<file path="src/verilog/ccms_pkg.sv">
package ccms_pkg;

  // ----------------------------------------------------------------
  // Mode codes on the three clock mode strap pins
  // ----------------------------------------------------------------
  localparam int CCMS_STRAP_W = 3;
  localparam logic [2:0] CCMS_MODE_X4 = 3'h7;
  localparam logic [2:0] CCMS_MODE_X3 = 3'h6;
  localparam logic [2:0] CCMS_MODE_X2 = 3'h5;
  localparam logic [2:0] CCMS_MODE_X5 = 3'h4;
  localparam logic [2:0] CCMS_MODE_DIRECT = 3'h3;
  localparam logic [2:0] CCMS_MODE_X1P5 = 3'h2;
  localparam logic [2:0] CCMS_MODE_PRESCALE = 3'h1;
  localparam logic [2:0] CCMS_MODE_X2P5 = 3'h0;
  localparam logic [2:0] CCMS_MODE_RESET = CCMS_MODE_X4;

  // ----------------------------------------------------------------
  // Widths, factors and counts
  // ----------------------------------------------------------------
  localparam int CCMS_PER_W = 10;
  localparam int CCMS_ACC_W = 12;
  localparam int CCMS_F2_W = 4;
  // Twice the multiplication factor, so that 1.5 and 2.5 stay integers.
  localparam logic [3:0] CCMS_F2_X1P5 = 4'h3;
  localparam logic [3:0] CCMS_F2_X2 = 4'h4;
  localparam logic [3:0] CCMS_F2_X2P5 = 4'h5;
  localparam logic [3:0] CCMS_F2_X3 = 4'h6;
  localparam logic [3:0] CCMS_F2_X4 = 4'h8;
  localparam logic [3:0] CCMS_F2_X5 = 4'ha;
  localparam logic [3:0] CCMS_F2_NONE = 4'h0;
  // Core cycles after reset release before the synchronised straps are valid.
  localparam logic [1:0] CCMS_LOCK_WAIT = 2'h2;
  localparam logic [CCMS_PER_W-1:0] CCMS_PER_RESET = 10'h0ff;
  localparam logic [CCMS_PER_W-1:0] CCMS_PER_MAX = 10'h3ff;
  localparam logic [CCMS_PER_W-1:0] CCMS_HALF_RESET = 10'h000;

  typedef enum logic [1:0] {
    CCMS_SRC_HOLD,
    CCMS_SRC_PLL,
    CCMS_SRC_PRESCALE,
    CCMS_SRC_DIRECT
  } ccms_src_t;

  // Twice the CPU clock factor for a mode code; zero where no PLL runs.
  function automatic logic [3:0] ccms_f2_of(input logic [2:0] mode);
    case (mode)
      CCMS_MODE_X4: ccms_f2_of = CCMS_F2_X4;
      CCMS_MODE_X3: ccms_f2_of = CCMS_F2_X3;
      CCMS_MODE_X2: ccms_f2_of = CCMS_F2_X2;
      CCMS_MODE_X5: ccms_f2_of = CCMS_F2_X5;
      CCMS_MODE_X1P5: ccms_f2_of = CCMS_F2_X1P5;
      CCMS_MODE_X2P5: ccms_f2_of = CCMS_F2_X2P5;
      default: ccms_f2_of = CCMS_F2_NONE;
    endcase
  endfunction

  // Oscillator transitions between two realignments of the PLL output.
  // Half-integer factors wait four times the factor, so that a whole number of CPU
  // edges lies between two realignments; otherwise halving the residual
  // phase would drag the CPU clock below its factor.
  function automatic logic [3:0] ccms_realign_of(input logic [2:0] mode);
    logic [3:0] f2;
    f2 = ccms_f2_of(mode);
    ccms_realign_of = f2[0] ? {f2[2:0], 1'b0} : {1'b0, f2[3:1]};
  endfunction

endpackage

</file>
<file path="src/verilog/ccms_osc_sense.sv">
`timescale 1ns/1ps
`default_nettype none
module ccms_osc_sense (
  input wire logic core_clk,
  input wire logic rst,
  input wire logic ce,
  input wire logic osc_in,
  output logic osc_lvl,
  output logic osc_rise,
  output logic osc_fall,
  output logic [ccms_pkg::CCMS_PER_W-1:0] osc_period
);
  import ccms_pkg::*;

  logic sync1;
  logic osc_prev;
  logic [CCMS_PER_W-1:0] per_cnt;

  // --------------------------------------------------------------
  // Pin synchroniser and edge detection
  // --------------------------------------------------------------
  // Two flops bring the oscillator pin in; only the second reads the first,
  // and a third flop keeps the edge marks off the unsettled first stage.
  always_ff @(posedge core_clk or posedge rst) begin
    if (rst) begin
      sync1 <= 1'b0;
      osc_lvl <= 1'b0;
      osc_prev <= 1'b0;
    end else if (ce) begin
      sync1 <= osc_in;
      osc_lvl <= sync1;
      osc_prev <= osc_lvl;
    end
  end

  // Edge marks last one core cycle, while the settled level and its copy differ.
  assign osc_rise = osc_lvl & ~osc_prev;
  assign osc_fall = ~osc_lvl & osc_prev;

  // --------------------------------------------------------------
  // Oscillator period meter
  // --------------------------------------------------------------
  // Counts core cycles from rise to rise, saturating on a stopped input.
  always_ff @(posedge core_clk or posedge rst) begin
    if (rst) begin
      per_cnt <= '0;
      osc_period <= CCMS_PER_RESET;
    end else if (ce) begin
      if (osc_rise) begin
        per_cnt <= CCMS_PER_W'(1);
        osc_period <= per_cnt;
      end else if (per_cnt != CCMS_PER_MAX) begin
        per_cnt <= per_cnt + CCMS_PER_W'(1);
      end
    end
  end

endmodule
`default_nettype wire

</file>
<file path="src/verilog/ccms_clock_mode_select.sv">
`timescale 1ns/1ps
`default_nettype none
module ccms_clock_mode_select (
  input wire logic core_clk,
  input wire logic rst,
  input wire logic ce,
  input wire logic osc_in,
  input wire logic [ccms_pkg::CCMS_STRAP_W-1:0] clock_mode_strap_pins,
  output logic cpu_clk,
  output logic cpu_edge,
  output logic cpu_rise,
  output logic cpu_fall,
  output logic [ccms_pkg::CCMS_PER_W-1:0] clock_half_period,
  output logic [ccms_pkg::CCMS_STRAP_W-1:0] clock_mode,
  output logic [ccms_pkg::CCMS_F2_W-1:0] clock_factor_x2,
  output logic pll_enable,
  output logic mode_locked
);
  import ccms_pkg::*;

  logic [2:0] strap_s1;
  logic [2:0] strap_s2;
  logic [1:0] lock_cnt;
  ccms_src_t src;
  logic osc_lvl;
  logic osc_rise;
  logic osc_fall;
  logic [CCMS_PER_W-1:0] osc_period;
  logic [CCMS_PER_W-1:0] period_est;
  logic [CCMS_ACC_W-1:0] acc;
  logic [CCMS_ACC_W-1:0] next_acc;
  logic pll_toggle;
  logic [3:0] realign_cnt;
  logic realign_now;
  logic next_cpu_clk;
  logic [CCMS_PER_W-1:0] half_cnt;

  // ----------------------------------------------------------------
  // Oscillator input
  // ----------------------------------------------------------------
  ccms_osc_sense u_osc (
    .core_clk(core_clk),
    .rst(rst),
    .ce(ce),
    .osc_in(osc_in),
    .osc_lvl(osc_lvl),
    .osc_rise(osc_rise),
    .osc_fall(osc_fall),
    .osc_period(osc_period)
  );

  // ----------------------------------------------------------------
  // Strap capture
  // ----------------------------------------------------------------
  // The straps pass two flops; the code is caught once they are valid.
  always_ff @(posedge core_clk or posedge rst) begin
    if (rst) begin
      strap_s1 <= CCMS_MODE_RESET;
      strap_s2 <= CCMS_MODE_RESET;
    end else if (ce) begin
      strap_s1 <= clock_mode_strap_pins;
      strap_s2 <= strap_s1;
    end
  end

  // Latch once after release, then ignore the pins until the next reset.
  always_ff @(posedge core_clk or posedge rst) begin
    if (rst) begin
      lock_cnt <= '0;
      mode_locked <= 1'b0;
      clock_mode <= CCMS_MODE_RESET;
      clock_factor_x2 <= CCMS_F2_NONE;
      pll_enable <= 1'b0;
      src <= CCMS_SRC_HOLD;
    end else if (ce && !mode_locked) begin
      if (lock_cnt != CCMS_LOCK_WAIT) begin
        lock_cnt <= lock_cnt + 2'h1;
      end else begin
        mode_locked <= 1'b1;
        clock_mode <= strap_s2;
        clock_factor_x2 <= ccms_f2_of(strap_s2);
        pll_enable <= ccms_f2_of(strap_s2) != CCMS_F2_NONE;
        case (strap_s2)
          CCMS_MODE_PRESCALE: src <= CCMS_SRC_PRESCALE;
          CCMS_MODE_DIRECT: src <= CCMS_SRC_DIRECT;
          default: src <= CCMS_SRC_PLL;
        endcase
      end
    end
  end

  // ----------------------------------------------------------------
  // Digital PLL
  // ----------------------------------------------------------------
  // The period estimate creeps one step per oscillator rise, so the
  // CPU clock frequency never jumps when the input period changes.
  always_ff @(posedge core_clk or posedge rst) begin
    if (rst) begin
      period_est <= CCMS_PER_RESET;
    end else if (ce && osc_rise) begin
      if (osc_period > period_est) begin
        period_est <= period_est + CCMS_PER_W'(1);
      end else if (osc_period < period_est) begin
        period_est <= period_est - CCMS_PER_W'(1);
      end
    end
  end

  // Phase accumulator adds twice the factor per core cycle; one CPU edge
  // is due each time it passes one oscillator period.
  always_comb begin
    next_acc = acc + CCMS_ACC_W'(clock_factor_x2);
    pll_toggle = 1'b0;
    if (next_acc >= CCMS_ACC_W'(period_est)) begin
      next_acc = next_acc - CCMS_ACC_W'(period_est);
      pll_toggle = 1'b1;
    end
  end

  assign realign_now = (osc_rise | osc_fall) &&
                       (realign_cnt + 4'h1 >= ccms_realign_of(clock_mode));

  // Every ccms_realign_of(clock_mode) oscillator transitions the residual phase is halved,
  // pulling the CPU clock toward the input clock without a step.
  always_ff @(posedge core_clk or posedge rst) begin
    if (rst) begin
      acc <= '0;
      realign_cnt <= '0;
    end else if (ce && src == CCMS_SRC_PLL) begin
      if (realign_now) begin
        realign_cnt <= '0;
        acc <= {1'b0, next_acc[CCMS_ACC_W-1:1]};
      end else begin
        acc <= next_acc;
        if (osc_rise | osc_fall) begin
          realign_cnt <= realign_cnt + 4'h1;
        end
      end
    end
  end

  // ----------------------------------------------------------------
  // CPU clock source selection
  // ----------------------------------------------------------------
  always_comb begin
    case (src)
      CCMS_SRC_PLL: next_cpu_clk = cpu_clk ^ pll_toggle;
      CCMS_SRC_PRESCALE: next_cpu_clk = cpu_clk ^ osc_rise;
      CCMS_SRC_DIRECT: next_cpu_clk = osc_lvl;
      default: next_cpu_clk = 1'b0;
    endcase
  end

  // The clock and its edge marks leave the block from flops.
  always_ff @(posedge core_clk or posedge rst) begin
    if (rst) begin
      cpu_clk <= 1'b0;
      cpu_edge <= 1'b0;
      cpu_rise <= 1'b0;
      cpu_fall <= 1'b0;
    end else if (ce) begin
      cpu_clk <= next_cpu_clk;
      cpu_edge <= next_cpu_clk ^ cpu_clk;
      cpu_rise <= next_cpu_clk & ~cpu_clk;
      cpu_fall <= ~next_cpu_clk & cpu_clk;
    end
  end

  // ----------------------------------------------------------------
  // Half period measurement
  // ----------------------------------------------------------------
  // Core cycles from one CPU edge to the next, reported at each edge.
  always_ff @(posedge core_clk or posedge rst) begin
    if (rst) begin
      half_cnt <= '0;
      clock_half_period <= CCMS_HALF_RESET;
    end else if (ce) begin
      if (next_cpu_clk != cpu_clk) begin
        half_cnt <= '0;
        clock_half_period <= half_cnt + CCMS_PER_W'(1);
      end else if (half_cnt != CCMS_PER_MAX) begin
        half_cnt <= half_cnt + CCMS_PER_W'(1);
      end
    end
  end
endmodule
`default_nettype wire

</file>
<file path="config.mk">
export PLATFORM = sky130hd
export DESIGN_NAME = ccms_clock_mode_select
export DESIGN_NICKNAME = d
export VERILOG_FILES = /design/src/verilog/ccms_pkg.sv /design/src/verilog/ccms_osc_sense.sv /design/src/verilog/ccms_clock_mode_select.sv
export SDC_FILE = /design/constraint.sdc
export NUM_CORES = 1
export LEC_CHECK = 0
export BUFFER_PORTS_ARGS = -buffer_cell sky130_fd_sc_hd__buf_2
export CORE_ASPECT_RATIO = 0.7
export CORE_MARGIN = 2
export CORE_UTILIZATION = 50
export CTS_CLUSTER_DIAMETER = 40
export CTS_CLUSTER_SIZE = 25
export DETAILED_ROUTE_END_ITERATION = 10
export HOLD_SLACK_MARGIN = 0.08
export PLACE_DENSITY = 0.72
export SLEW_MARGIN = 25
export SYNTH_ARGS = -nofsm -noshare
export SYNTH_HDL_FRONTEND = slang
export SYNTH_SLANG_ARGS = --single-unit
export TNS_END_PERCENT = 10
</file>
<file path="constraint.sdc">
create_clock -name core_clk -period 7.1 [get_ports core_clk]
set_input_delay 2.13 -clock core_clk [delete_from_list [all_inputs] [get_ports core_clk]]
set_output_delay 2.13 -clock core_clk [all_outputs]
set_load 0.01 [all_outputs]
</file>
Word-level counts from Yosys, hierarchy flattened. Cells that the tools add are included.

Output and inout bits: 23. Bits in registers: 92.

Magnitude comparators: 4. Multiplexer cells: 18. Reductions and logical operators: 20. Bitwise logic cells: 13. Equality and inequality tests: 19. $add $sub $neg: 8.

Operator list (number): $mux 10 (6); $pmux 4 s6 (2); $add 10x1->10 const B (3); $eq 3x3->1 const B (8); $mux 12 (2); $mux 4 (5); $ne 10x10->1 const B (2); $reduce_and 2->1 (8); $add 12x4->12 (1); $ge 12x10->1 (1); $sub 12x10->12 (1); $gt 10x10->1 (1); $lt 10x10->1 (1); $sub 10x1->10 const B (1); $eq 3x2->1 const B (3); $reduce_bool 2->1 (4); $logic_not 3->1 (2); $not 1->1 (5); $add 4x1->4 const B (1); $and 1x1->1 (4); $eq 2x2->1 const B (2); $ge 4x4->1 (1); $logic_and 1x1->1 (4); $pmux 2 s2 (1); other kinds (11) (13).

Depth between registers and ports, before layout. Gate-level depths: netlist of run 1.

Depth in word-level cells: 8. Depth in mapped cells: 21. Gate-level depth less buffers: 21.

Modules after synthesis. A second synthesis of run 1 with hierarchy kept.

Cell total of the unflattened synthesis: 614. Area total of the unflattened synthesis: 5926.9 sq um.

By module, submodules not included: ccms_clock_mode_select (seq. area each 1747.9 sq um, area an instance 4843.4 sq um, instances 1, cells each 523); ccms_osc_sense (seq. area each 585.6 sq um, area an instance 1083.5 sq um, instances 1, cells each 91).

Worst setup path after synthesis of run 1. No wires, ideal clock.

Path kind: reg2reg. Start point: register clock_factor_x2[0] in the netlist's numbering. End point: register clock_half_period[1] in the netlist's numbering. Library setup time: 0.125 ns. Required time: 6.975 ns. Path slack: 2.752 ns. Arrival: 4.223 ns. Stages on the path, launching flop included: 19. Cell sequence: dfrtp_1 ha_1 fa_1 nand3_1 nand2_1 and3_1 xor2_1 ha_1 o21ai_0 nor2_1 o41ai_4 nand4_4 o21ai_0 nand2_1 or2_1 ha_1 nand2b_1 clkbuf_1 mux2_2.

Word-level cells in the longest chain between the ends: 7.

RTL lines: start, declared (line ccms_clock_mode_select.sv:15) `output logic [ccms_pkg::CCMS_F2_W-1:0] clock_factor_x2,`; start signal, assigned (line ccms_clock_mode_select.sv:81) `clock_factor_x2 <= ccms_f2_of(strap_s2);`; $add 12x4->12 (line ccms_clock_mode_select.sv:112) `next_acc = acc + CCMS_ACC_W'(clock_factor_x2);`; $ge 12x10->1 (line ccms_clock_mode_select.sv:114) `if (next_acc >= CCMS_ACC_W'(period_est)) begin`; $mux 1 (line ccms_clock_mode_select.sv:114); $xor 1x1->1 (line ccms_clock_mode_select.sv:147) `CCMS_SRC_PLL: next_cpu_clk = cpu_clk ^ pll_toggle;`; $pmux 1 s3 (line ccms_clock_mode_select.sv:146) `case (src)`; named net next_cpu_clk (line ccms_clock_mode_select.sv:35) `logic next_cpu_clk;`; $ne 1x1->1 (line ccms_clock_mode_select.sv:178) `if (next_cpu_clk != cpu_clk) begin`; $reduce_and 2->1 (no line); end signal, assigned (line ccms_clock_mode_select.sv:180) `clock_half_period <= half_cnt + CCMS_PER_W'(1);`; end, declared (line ccms_clock_mode_select.sv:13) `output logic [ccms_pkg::CCMS_PER_W-1:0] clock_half_period,`.

The timed path passes the listed nets, and every way through them passes these cells. A chain may end at the register's enable or synchronous reset.

Worst setup path in the final report of run 1.
Start point: register clock_factor_x2[0] in the netlist's numbering. End point: register half_cnt[0].

Word-level cells in the longest chain between the ends: 8.

RTL lines: $add 12x4->12 (*) (line ccms_clock_mode_select.sv:112); $ge 12x10->1 (*) (line ccms_clock_mode_select.sv:114); $mux 1 (*) (line ccms_clock_mode_select.sv:114); $xor 1x1->1 (*) (line ccms_clock_mode_select.sv:147); $pmux 1 s3 (*) (line ccms_clock_mode_select.sv:146); named net next_cpu_clk (line ccms_clock_mode_select.sv:35); $ne 1x1->1 (*) (line ccms_clock_mode_select.sv:178); $reduce_bool 2->1 (no line); $reduce_and 2->1 (no line); end signal, assigned (line ccms_clock_mode_select.sv:182) `half_cnt <= half_cnt + CCMS_PER_W'(1);`; end, declared (line ccms_clock_mode_select.sv:36) `logic [CCMS_PER_W-1:0] half_cnt;`.

Mark *: on every way through the listed nets, which the timed path passes. The rest lies on a longest branch.

==> flow_summary.json, run 1 <==
{
  "clkTransAtPathRegs_ns": 0.07,
  "max-slew-margin-rel": 0.4977,
  "power_leakage_uw": 0.002883,
  "setup.reg_to_reg.worst_slack_ns": 1.49,
  "grt_usage": 0.2111,
  "cts_buffers": 9,
  "num_io_pins": 30,
  "crit_slowest_cell": "o21ai_1",
  "fin_nets": 694,
  "place_congestion": 0.9339,
  "placed_cells": 779,
  "maxSlewViolCount": 0,
  "row_count": 32,
  "io_buffer_count": 29,
  "overflow": 0,
  "synthDistinctLibCells": 60,
  "syn_inst": 611,
  "cts_buffer_depth": 2,
  "final_common_cell": "nand2_1",
  "synth_area_sq_um": 5767,
  "vias": 4463,
  "path_cells": "ha_1 > fa_1 > nand3_1 > nand2_1 > and3_1 > xor2_1 > ha_1 > o21ai_0 > nor2_1 > o41ai_4 > nand4_4 > o21ai_0 > nand2_1 > or2_1 > ha_1 > nand3_1 > o21ai_1 > inv_1 > nand2_1 > o21ai_0",
  "hold_viol_final": 0,
  "fillers": 1000,
  "cts_root_buffer": "clkbuf_16",
  "postCtsSetupRepairBufs": 0,
  "synth-edff-count": 0,
  "endpoint_kind": "flip-flop",
  "register_area_sq_um": 2333,
  "cts_num_sinks": 92,
  "die-area_sq_um": 12420,
  "drive_above_1_share": 0.1604,
  "final_util": 0.5706,
  "ys_ff_latch": 92,
  "clkLatencyLatePin_ns": 0.35,
  "fin_crit_ns": 5.612,
  "fin_cells": 795,
  "die_h_microns": 93.85,
  "ctsHoldBuffers": 0,
  "path_buf_inv": 1,
  "final_cell_mix": "83 x nand2_1, 67 x dfrtp_1, 53 x o21ai_0",
  "die_w_microns": 132.4,
  "grt_start_max_net_pins": 54,
  "ys.flop_type": "dfrtp_1",
  "cts_resized": 0,
  "period_share": 0.7905,
  "fmax_mhz": 178.2,
  "setup_tns_ns": 0,
  "cp.arrival_ns": 5.84,
  "wl_per_cell_microns": 15.55,
  "antenna_found_initial": 0,
  "place_worst_setup_slack_ns": 1.324,
  "cp_data_required_time_ns": 7.32,
  "syn-num-nets": 668,
  "final-setup-viol-count": 0,
  "min_path_type": "reg -> reg",
  "yosysSeqAreaShare": 0.4046,
  "criticalPathCategory": "reg -> reg",
  "synth_warnings": 0,
  "crit_path_max_fanout": 17,
  "fin_skew_ns": 0.008029,
  "first_pass_iters": 5,
  "h-tree-depth": 3,
  "syn2layout_area_growth_pct": 10.13,
  "grt_pass1_vias": 4314,
  "drc": 0,
  "tightest_slew_ns": 0.7511,
  "vdd_drop_max_mv": 0.2625,
  "drv_cap": 0,
  "p_per_area_nw_per_um2": 554.5,
  "rsz0062_at_grt": "no",
  "avgViaCountPerCell": 5.614,
  "n_antenna_cell": 0,
  "startpoint_type": "flip-flop",
  "drtAntennaViolNets": 0,
  "dp_hpwl_mm": 9.144,
  "setup_slack_ns": 1.488,
  "critPathTopFamily": "simple AND/OR/NAND/NOR gates",
  "outcome": "finished, final reports clean",
  "start_util": 0.5181,
  "wirelength_mm": 12.36,
  "cpPeakStageDelay_ns": 0.51,
  "synth-async-reset-ratio": 1.000,
  "grt_pass1_wl_mm": 21.03,
  "coreArea_sq_um": 11130,
  "multi_input_area_sq_um": 3228,
  "cts_tree": "yes",
  "syn_avg_cell_area_sq_um": 9.438,
  "drtIter0Drc": 280
}
[power by group]
part | internal (uW) | switching [uW] | leakage [uW]
sequential | 723 | 165 | 0.00112
clock | 272 | 216 | 0.000149
combinational | 902 | 1240 | 0.00161
[synthesized netlist by cell type (3+ instances only)]
cell type | count | area [sq um]
nand2_1 | 83 | 311.6
dfrtp_1 | 67 | 1677
o21ai_0 | 54 | 270.3
ha_1 | 47 | 588.1
inv_1 | 36 | 135.1
nor2_1 | 35 | 131.4
dfstp_2 | 25 | 656.9
xnor2_1 | 25 | 219.0
a21oi_1 | 24 | 120.1
nand3_1 | 21 | 105.1
xor2_1 | 21 | 183.9
mux2_2 | 17 | 191.4
nor3_1 | 12 | 60.06
and2_1 | 9 | 56.30
a21o_1 | 8 | 60.06
clkbuf_1 | 8 | 30.03
o31ai_1 | 8 | 60.06
a22oi_1 | 7 | 52.55
nand2b_1 | 7 | 43.79
nand4_1 | 7 | 43.79
nor2b_1 | 7 | 43.79
a211oi_1 | 5 | 37.54
mux2i_1 | 5 | 50.05
o211ai_1 | 4 | 30.03
o21bai_1 | 4 | 30.03
or2_2 | 4 | 25.02
a221o_1 | 3 | 30.03
and3_1 | 3 | 18.77
buf_1 | 3 | 11.26
fa_1 | 3 | 60.06
nand3b_1 | 3 | 22.52
nor3b_1 | 3 | 22.52
or3_1 | 3 | 18.77
[through the flow]
stage               hold WS (ns)  area (sq um)  total power (uW)
floorplan                 0.4415          5767              2539
global placement          0.4563          6042              2914
detailed placement        0.4539          6042              3000
CTS                       0.4643          6347              3510
global route              0.4890          6351              3837
finish                    0.4646          6351              3522
[worst reg2reg max path: cells and delay by family (launching register included)]
| family | cells | cell delay (ns) |
|---|---|---|
| AO/OA/AOI/OAI | 5 | 1.61 |
| buffers and inverters | 1 | 0.13 |
| AND/OR/NAND/NOR | 9 | 1.62 |
| adder cells (fa/ha/maj) | 4 | 1.47 |
| flip-flops | 1 | 0.40 |
| XOR/XNOR | 1 | 0.24 |
[worst paths after layout]
path / from / endpoint / depth (start not counted)
worst min-delay path: u_osc.osc_period[2] / u_osc.osc_period[2] / 2
worst max register to register: clock_factor_x2[0] / half_cnt[0] / 20
worst min register to register: u_osc.osc_period[2] / u_osc.osc_period[2] / 2
max in group asynchronous: rst / acc[10] / 3
min in group asynchronous: rst / clock_half_period[4] / 2
worst max-delay path: clock_factor_x2[0] / half_cnt[0] / 20
[cells by family after synthesis]
family	after synthesis	share of synthesized area
AO/OA/AOI/OAI	142	0.1601
XOR/XNOR	46	0.06986
adder cells (fa/ha/maj)	50	0.1124
buffers and inverters	52	0.03623
flip-flops	92	0.4046
multiplexers	23	0.04448
AND/OR/NAND/NOR	206	0.1723
[state kept, by name, summed over array words and instances, names as in the netlist, 2 cells and up]
name	count
acc	12
clock_factor_x2	4
clock_half_period	10
clock_mode	3
half_cnt	10
lock_cnt	2
period_est	10
realign_cnt	4
src	2
strap_s1	3
strap_s2	3
u_osc.osc_period	10
u_osc.per_cnt	10
[layer usage]
metal / vias up / global-route usage / wire, microns
met5: - / 0 / 0
met4: 0 / 0.05108 / 162
li1: 2204 / - / -
met1: 2100 / 0.3083 / 5964
met3: 17 / 0.04585 / 814
met2: 142 / 0.3199 / 5419
[cell type report]
type                    count  area share
repair buffers             30     0.02403
multi-input cells         467      0.5083
inverters                  37     0.02206
clock buffers              11     0.04157
clock inverters             5    0.006501
flip-flops and latches     92      0.3674
well taps                 153     0.03014
No activity file was read; power rests on OpenSTA's default activity.
==> inputs of run 2 (changes only) <==
Clock period 7.1 ns to 5.7 ns, I/O delays scaled along.
==> run 2 against run 1 <==
Routed wire length decreased by 0.18%. Non-clock buffer count up 3. Sequential share of layout area down 0.058 points. Die area unchanged. Utilization rose by 0.090 points. Clock skew is essentially flat. Via count increased by 0.34%. Largest cell class unchanged. Largest power group unchanged. Highest routed layer unchanged.
==> flow_summary.json, run 2 (synthesis gave the netlist of run 1 again) <==
{
  "syn2layout_area_growth_pct": 10.31,
  "final-setup-viol-count": 0,
  "vias": 4478,
  "die_h_microns": 93.85,
  "rsz0062_at_grt": "no",
  "p_per_area_nw_per_um2": 691.3,
  "vdd_drop_max_mv": 0.3204,
  "min_path_type": "reg -> reg",
  "fin_skew_ns": 0.007754,
  "cts_buffer_depth": 2,
  "grt_start_max_net_pins": 62,
  "final_util": 0.5715,
  "hold_viol_final": 0,
  "die_w_microns": 132.4,
  "clkTransAtPathRegs_ns": 0.07,
  "h-tree-depth": 3,
  "largest_register": "acc",
  "final_cell_mix": "83 x nand2_1, 67 x dfrtp_1, 54 x o21ai_0",
  "path_buf_inv": 4,
  "outcome": "finished, final reports clean",
  "io_buffer_count": 29,
  "overflow": 0,
  "row_count": 32,
  "drive_above_1_share": 0.1643,
  "cts_root_buffer": "clkbuf_16",
  "cts_tree": "yes",
  "cpPeakStageDelay_ns": 0.44,
  "start_util": 0.5181,
  "wl_per_cell_microns": 15.46,
  "first_pass_iters": 5,
  "max-slew-margin-rel": 0.4587,
  "coreArea_sq_um": 11130,
  "critPathTopFamily": "compound AO/OA/AOI/OAI gates",
  "fin_crit_ns": 5.045,
  "endpoint_kind": "flip-flop",
  "die-area_sq_um": 12420,
  "antenna_found_initial": 0,
  "cp_data_required_time_ns": 5.94,
  "cts_buffers": 9,
  "tightest_slew_ns": 0.8120,
  "fin_nets": 697,
  "place_congestion": 0.8747,
  "postCtsSetupRepairBufs": 0,
  "drtIter0Drc": 269,
  "setup_tns_ns": 0,
  "grt_pass1_wl_mm": 21.81,
  "power_leakage_uw": 0.002886,
  "fmax_mhz": 198.2,
  "wirelength_mm": 12.34,
  "ctsHoldBuffers": 0,
  "crit_path_max_fanout": 13,
  "crit_slowest_cell": "dfrtp_1",
  "period_share": 0.8850,
  "cp.arrival_ns": 5.28,
  "n_antenna_cell": 0,
  "avgViaCountPerCell": 5.612,
  "path_cells": "ha_1 > a211o_1 > a21oi_1 > nor3b_1 > xnor2_1 > inv_1 > ha_1 > a21oi_1 > inv_1 > o41ai_4 > nand4_4 > o21ai_0 > nand2_1 > or2_1 > ha_1 > nand3_1 > o21ai_0 > buf_4 > inv_1 > nand2_1 > o41ai_1",
  "drv_cap": 0,
  "cts_num_sinks": 92,
  "grt_usage": 0.2177,
  "drtAntennaViolNets": 0,
  "criticalPathCategory": "reg -> reg",
  "clkLatencyLatePin_ns": 0.35,
  "startpoint_type": "flip-flop",
  "drc": 0,
  "maxSlewViolCount": 0,
  "final_common_cell": "nand2_1",
  "largest_register_ffs": 12,
  "num_io_pins": 30,
  "dp_hpwl_mm": 9.066,
  "grt_pass1_vias": 4537,
  "cts_resized": 0
}
==> run 2: cell count changes in the layout (fill, tap and decap cells not counted), sizes merged <==
| cell | delta |
|---|---|
| buf | +3 |
| clkbuf | -2 |
| clkinv | -2 |
| clkinvlp | +1 |
| inv | +3 |
==> run 2: layer usage <==
layer | track usage | up-vias | routed length [microns]
met5 | 0 | - | 0
met4 | 0.06362 | 0 | 139
met3 | 0.04315 | 16 | 585
met2 | 0.3368 | 115 | 5421
met1 | 0.3109 | 2129 | 6192
li1 | - | 2218 | -
==> run 2: where the power goes <==
group          switching (uW)  internal [uW]
Sequential                207            900
Combinational            1560           1140
Clock                     281            307
Total                    2050           2350
==> run 2: final timing paths <==
kind                                startpoint                    to  slack (ns)  depth (start not counted)
max                         clock_factor_x2[1]           half_cnt[9]        0.66                         21
min                        u_osc.osc_period[6]   u_osc.osc_period[6]        0.46                          2
max reg2reg                 clock_factor_x2[1]           half_cnt[9]        0.66                         21
min reg2reg                u_osc.osc_period[6]   u_osc.osc_period[6]        0.46                          2
max in group asynchronous                  rst   u_osc.osc_period[0]        3.23                          3
min in group asynchronous                  rst  clock_half_period[5]        1.50                          2
==> run 2: cell type report <==
| type | count | area (sq um) |
|---|---|---|
| timing repair buffer | 33 | 175.2 |
| inverter | 37 | 141.4 |
| clock inverter | 7 | 66.31 |
| multi-input combinational | 467 | 3228 |
| sequential | 92 | 2333 |
| clock buffer | 9 | 225.2 |
| fill | 1009 | 4770 |
| tap | 153 | 191.4 |
==> run 2: metrics by stage <==
step,power [uW],area (sq um),worst slack (ns),instances,hold slack [ns]
finish,4397,6361,0.6552,798,0.4646
CTS,4394,6356,0.7078,798,0.4645
global placement,3677,6065,0.9131,782,0.4515
floorplan,3163,5767,1.352,611,0.4415
global route,4799,6361,0.2185,798,0.4899
detailed placement,3771,6065,0.7127,782,0.4529
==> run 2: tightest hold or removal path: stages (launching register included) <==
cell and delay (ns):
dfstp_2 0.37, nand2_1 0.05, nand2_1 0.05
==> inputs of run 3 (changes only) <==
Settings changed: ABC_AREA set to 1.
==> run 3 against run 2 <==
Worst setup slack better by 0.33 ns. Synthesized area is 1.6% lower. Clock power rose by 3.9%. Global-route usage increased by 0.75 points.
==> flow_summary.json, run 3 <==
{
  "drc": 0,
  "largest_register_ffs": 12,
  "drtIter0Drc": 379,
  "first_pass_iters": 5,
  "die_h_microns": 93.11,
  "final_common_cell": "nand2_1",
  "fin_skew_ns": 0.006310,
  "clkTransAtPathRegs_ns": 0.07,
  "min_path_type": "reg -> reg",
  "synth-edff-count": 0,
  "synth-async-reset-ratio": 1.000,
  "cts_root_buffer": "clkbuf_16",
  "fin_crit_ns": 4.716,
  "largest_register": "acc",
  "outcome": "finished, final reports clean",
  "cts_resized": 0,
  "grt_start_max_net_pins": 64,
  "row_count": 32,
  "fillers": 1021,
  "overflow": 0,
  "ctsHoldBuffers": 0,
  "die-area_sq_um": 12230,
  "drv_cap": 0,
  "vias": 4831,
  "hold_viol_final": 0,
  "fin_nets": 786,
  "power_leakage_uw": 0.003114,
  "start_util": 0.5132,
  "syn-num-nets": 753,
  "syn_inst": 696,
  "cp.arrival_ns": 4.96,
  "grt_pass1_vias": 4668,
  "wirelength_mm": 12.97,
  "final-setup-viol-count": 0,
  "final_cell_mix": "170 x nand2_1, 92 x inv_1, 69 x o21ai_0",
  "endpoint_kind": "flip-flop",
  "ys.flop_type": "dfrtp_1",
  "n_antenna_cell": 0,
  "rsz0062_at_grt": "no",
  "cts_buffers": 9,
  "setup_tns_ns": 0,
  "num_io_pins": 30,
  "avgViaCountPerCell": 5.446,
  "synth_warnings": 0,
  "synth_common_cells": "170 x nand2_1, 93 x inv_1, 69 x o21ai_0, 67 x dfrtp_1, 47 x ha_1",
  "cts_num_sinks": 92,
  "startpoint_type": "flip-flop",
  "hold_slack_ns": 0.4646,
  "dp_hpwl_mm": 9.856,
  "period_share": 0.8273,
  "yosysSeqAreaShare": 0.4114,
  "synth_area_sq_um": 5672,
  "clkLatencyLatePin_ns": 0.34,
  "cts_tree": "yes",
  "criticalPathCategory": "reg -> reg",
  "max-slew-margin-rel": 0.5769,
  "wl_per_cell_microns": 14.62,
  "final_area_sq_um": 6286,
  "grt_pass1_wl_mm": 22.38,
  "io_buffer_count": 29,
  "fmax_mhz": 212.1,
  "place_worst_setup_slack_ns": 1.073,
  "place_congestion": 0.9621,
  "synthDistinctLibCells": 49,
  "vdd_drop_max_mv": 0.2490,
  "p_per_area_nw_per_um2": 594.6,
  "yosys.cell_count.top_type": "nand2_1",
  "postPlaceCellArea_sq_um": 5984,
  "synthTopCellsByArea": "dfrtp_1 30%, dfstp_2 12%, nand2_1 11%",
  "drive_above_1_share": 0.1267,
  "cp_data_required_time_ns": 5.95,
  "syn2layout_area_growth_pct": 10.83,
  "setup_slack_ns": 0.9841,
  "cts_buffer_depth": 2,
  "yosys.area.top_type": "dfrtp_1",
  "tightest_slew_ns": 0.6331,
  "coreArea_sq_um": 11050,
  "syn_avg_cell_area_sq_um": 8.149,
  "postCtsSetupRepairBufs": 0,
  "crit_path_max_fanout": 25,
  "drtAntennaViolNets": 0,
  "synth_top_area_share": 0.2956,
  "grt_usage": 0.2252,
  "maxSlewViolCount": 0,
  "ys_ff_latch": 92,
  "antenna_found_initial": 0,
  "die_w_microns": 131.3,
  "h-tree-depth": 3,
  "p_total_uw": 3738
}
==> run 3: changes by cell type after synthesis, moves of 8 or more <==
| cell | delta |
|---|---|
| nand2_1 | +87 |
| inv_1 | +57 |
| nand3_1 | +22 |
| xnor2_1 | -18 |
| mux2_2 | -17 |
| o21ai_0 | +15 |
| and2_1 | -9 |
| o31ai_1 | -8 |
==> run 3: final cells by class <==
type | count | area (sq um) | share of cell area
inverters | 96 | 365.4 | 0.05812
well taps | 153 | 191.4 | 0.03045
clock buffers | 10 | 229.0 | 0.03643
multi-input cells | 498 | 2927 | 0.4656
repair buffers | 32 | 167.7 | 0.02667
flip-flops and latches | 92 | 2333 | 0.3712
clock inverters | 6 | 72.57 | 0.01154
==> run 3: critical path, cell delays in order, from the launching register on <==
cell	delay [ns]
dfrtp_1	0.42
ha_1	0.25
fa_1	0.43
nand3_1	0.11
a31oi_1	0.12
nand2_1	0.11
xor2_1	0.25
ha_1	0.33
nand2_1	0.08
inv_1	0.08
nand3_1	0.09
nand2_1	0.08
a21oi_4	0.17
nand3_4	0.23
nand2_1	0.12
nand3_1	0.07
nand3_1	0.06
nand2_1	0.06
nand2_1	0.07
inv_1	0.04
ha_1	0.33
nand2_1	0.10
nor4_1	0.06
a21oi_2	0.39
nand2_1	0.29
o21ai_0	0.26
==> run 3: kinds of logic (layout without fill, tap and decap cells) <==
| kind of cell | after synthesis | in the layout | synth area share |
|---|---|---|---|
| simple gates | 281 | 281 | 0.2138 |
| compound gates | 137 | 137 | 0.1416 |
| buf+inv | 106 | 144 | 0.07258 |
| flops | 92 | 92 | 0.4114 |
| fa+ha+maj | 50 | 50 | 0.1143 |
| xor+xnor | 30 | 30 | 0.04633 |
==> run 3: final timing paths <==
check,slack [ns],cells after the start,end,from
max in group asynchronous,3.46,3,period_est[7],rst
min in group asynchronous,1.41,2,u_osc.per_cnt[1],rst
min reg2reg,0.46,2,strap_s1[0],strap_s1[0]
min,0.46,2,strap_s1[0],strap_s1[0]
max reg2reg,0.98,25,half_cnt[2],clock_factor_x2[0]
max,0.98,25,half_cnt[2],clock_factor_x2[0]
==> run 3: power breakdown <==
group	switching (uW)	internal (uW)
registers	144	856
logic	1330	797
clock network	267	346
==> run 3: metrics by stage <==
| stage | util | cells |
|---|---|---|
| floorplan | - | 696 |
| global placement | 0.5412 | 871 |
| detailed placement | 0.5416 | 871 |
| CTS | 0.5688 | 887 |
| global route | 0.5688 | 887 |
| finish | 0.5688 | 887 |
==> run 3: routing by layer <==
layer / wire length, microns / track usage / up-vias
met5: 0 / 0 / -
met4: 180 / 0.06250 / 0
met3: 653 / 0.04661 / 17
met2: 5790 / 0.3539 / 136
met1: 6347 / 0.3184 / 2300
li1: - / - / 2378
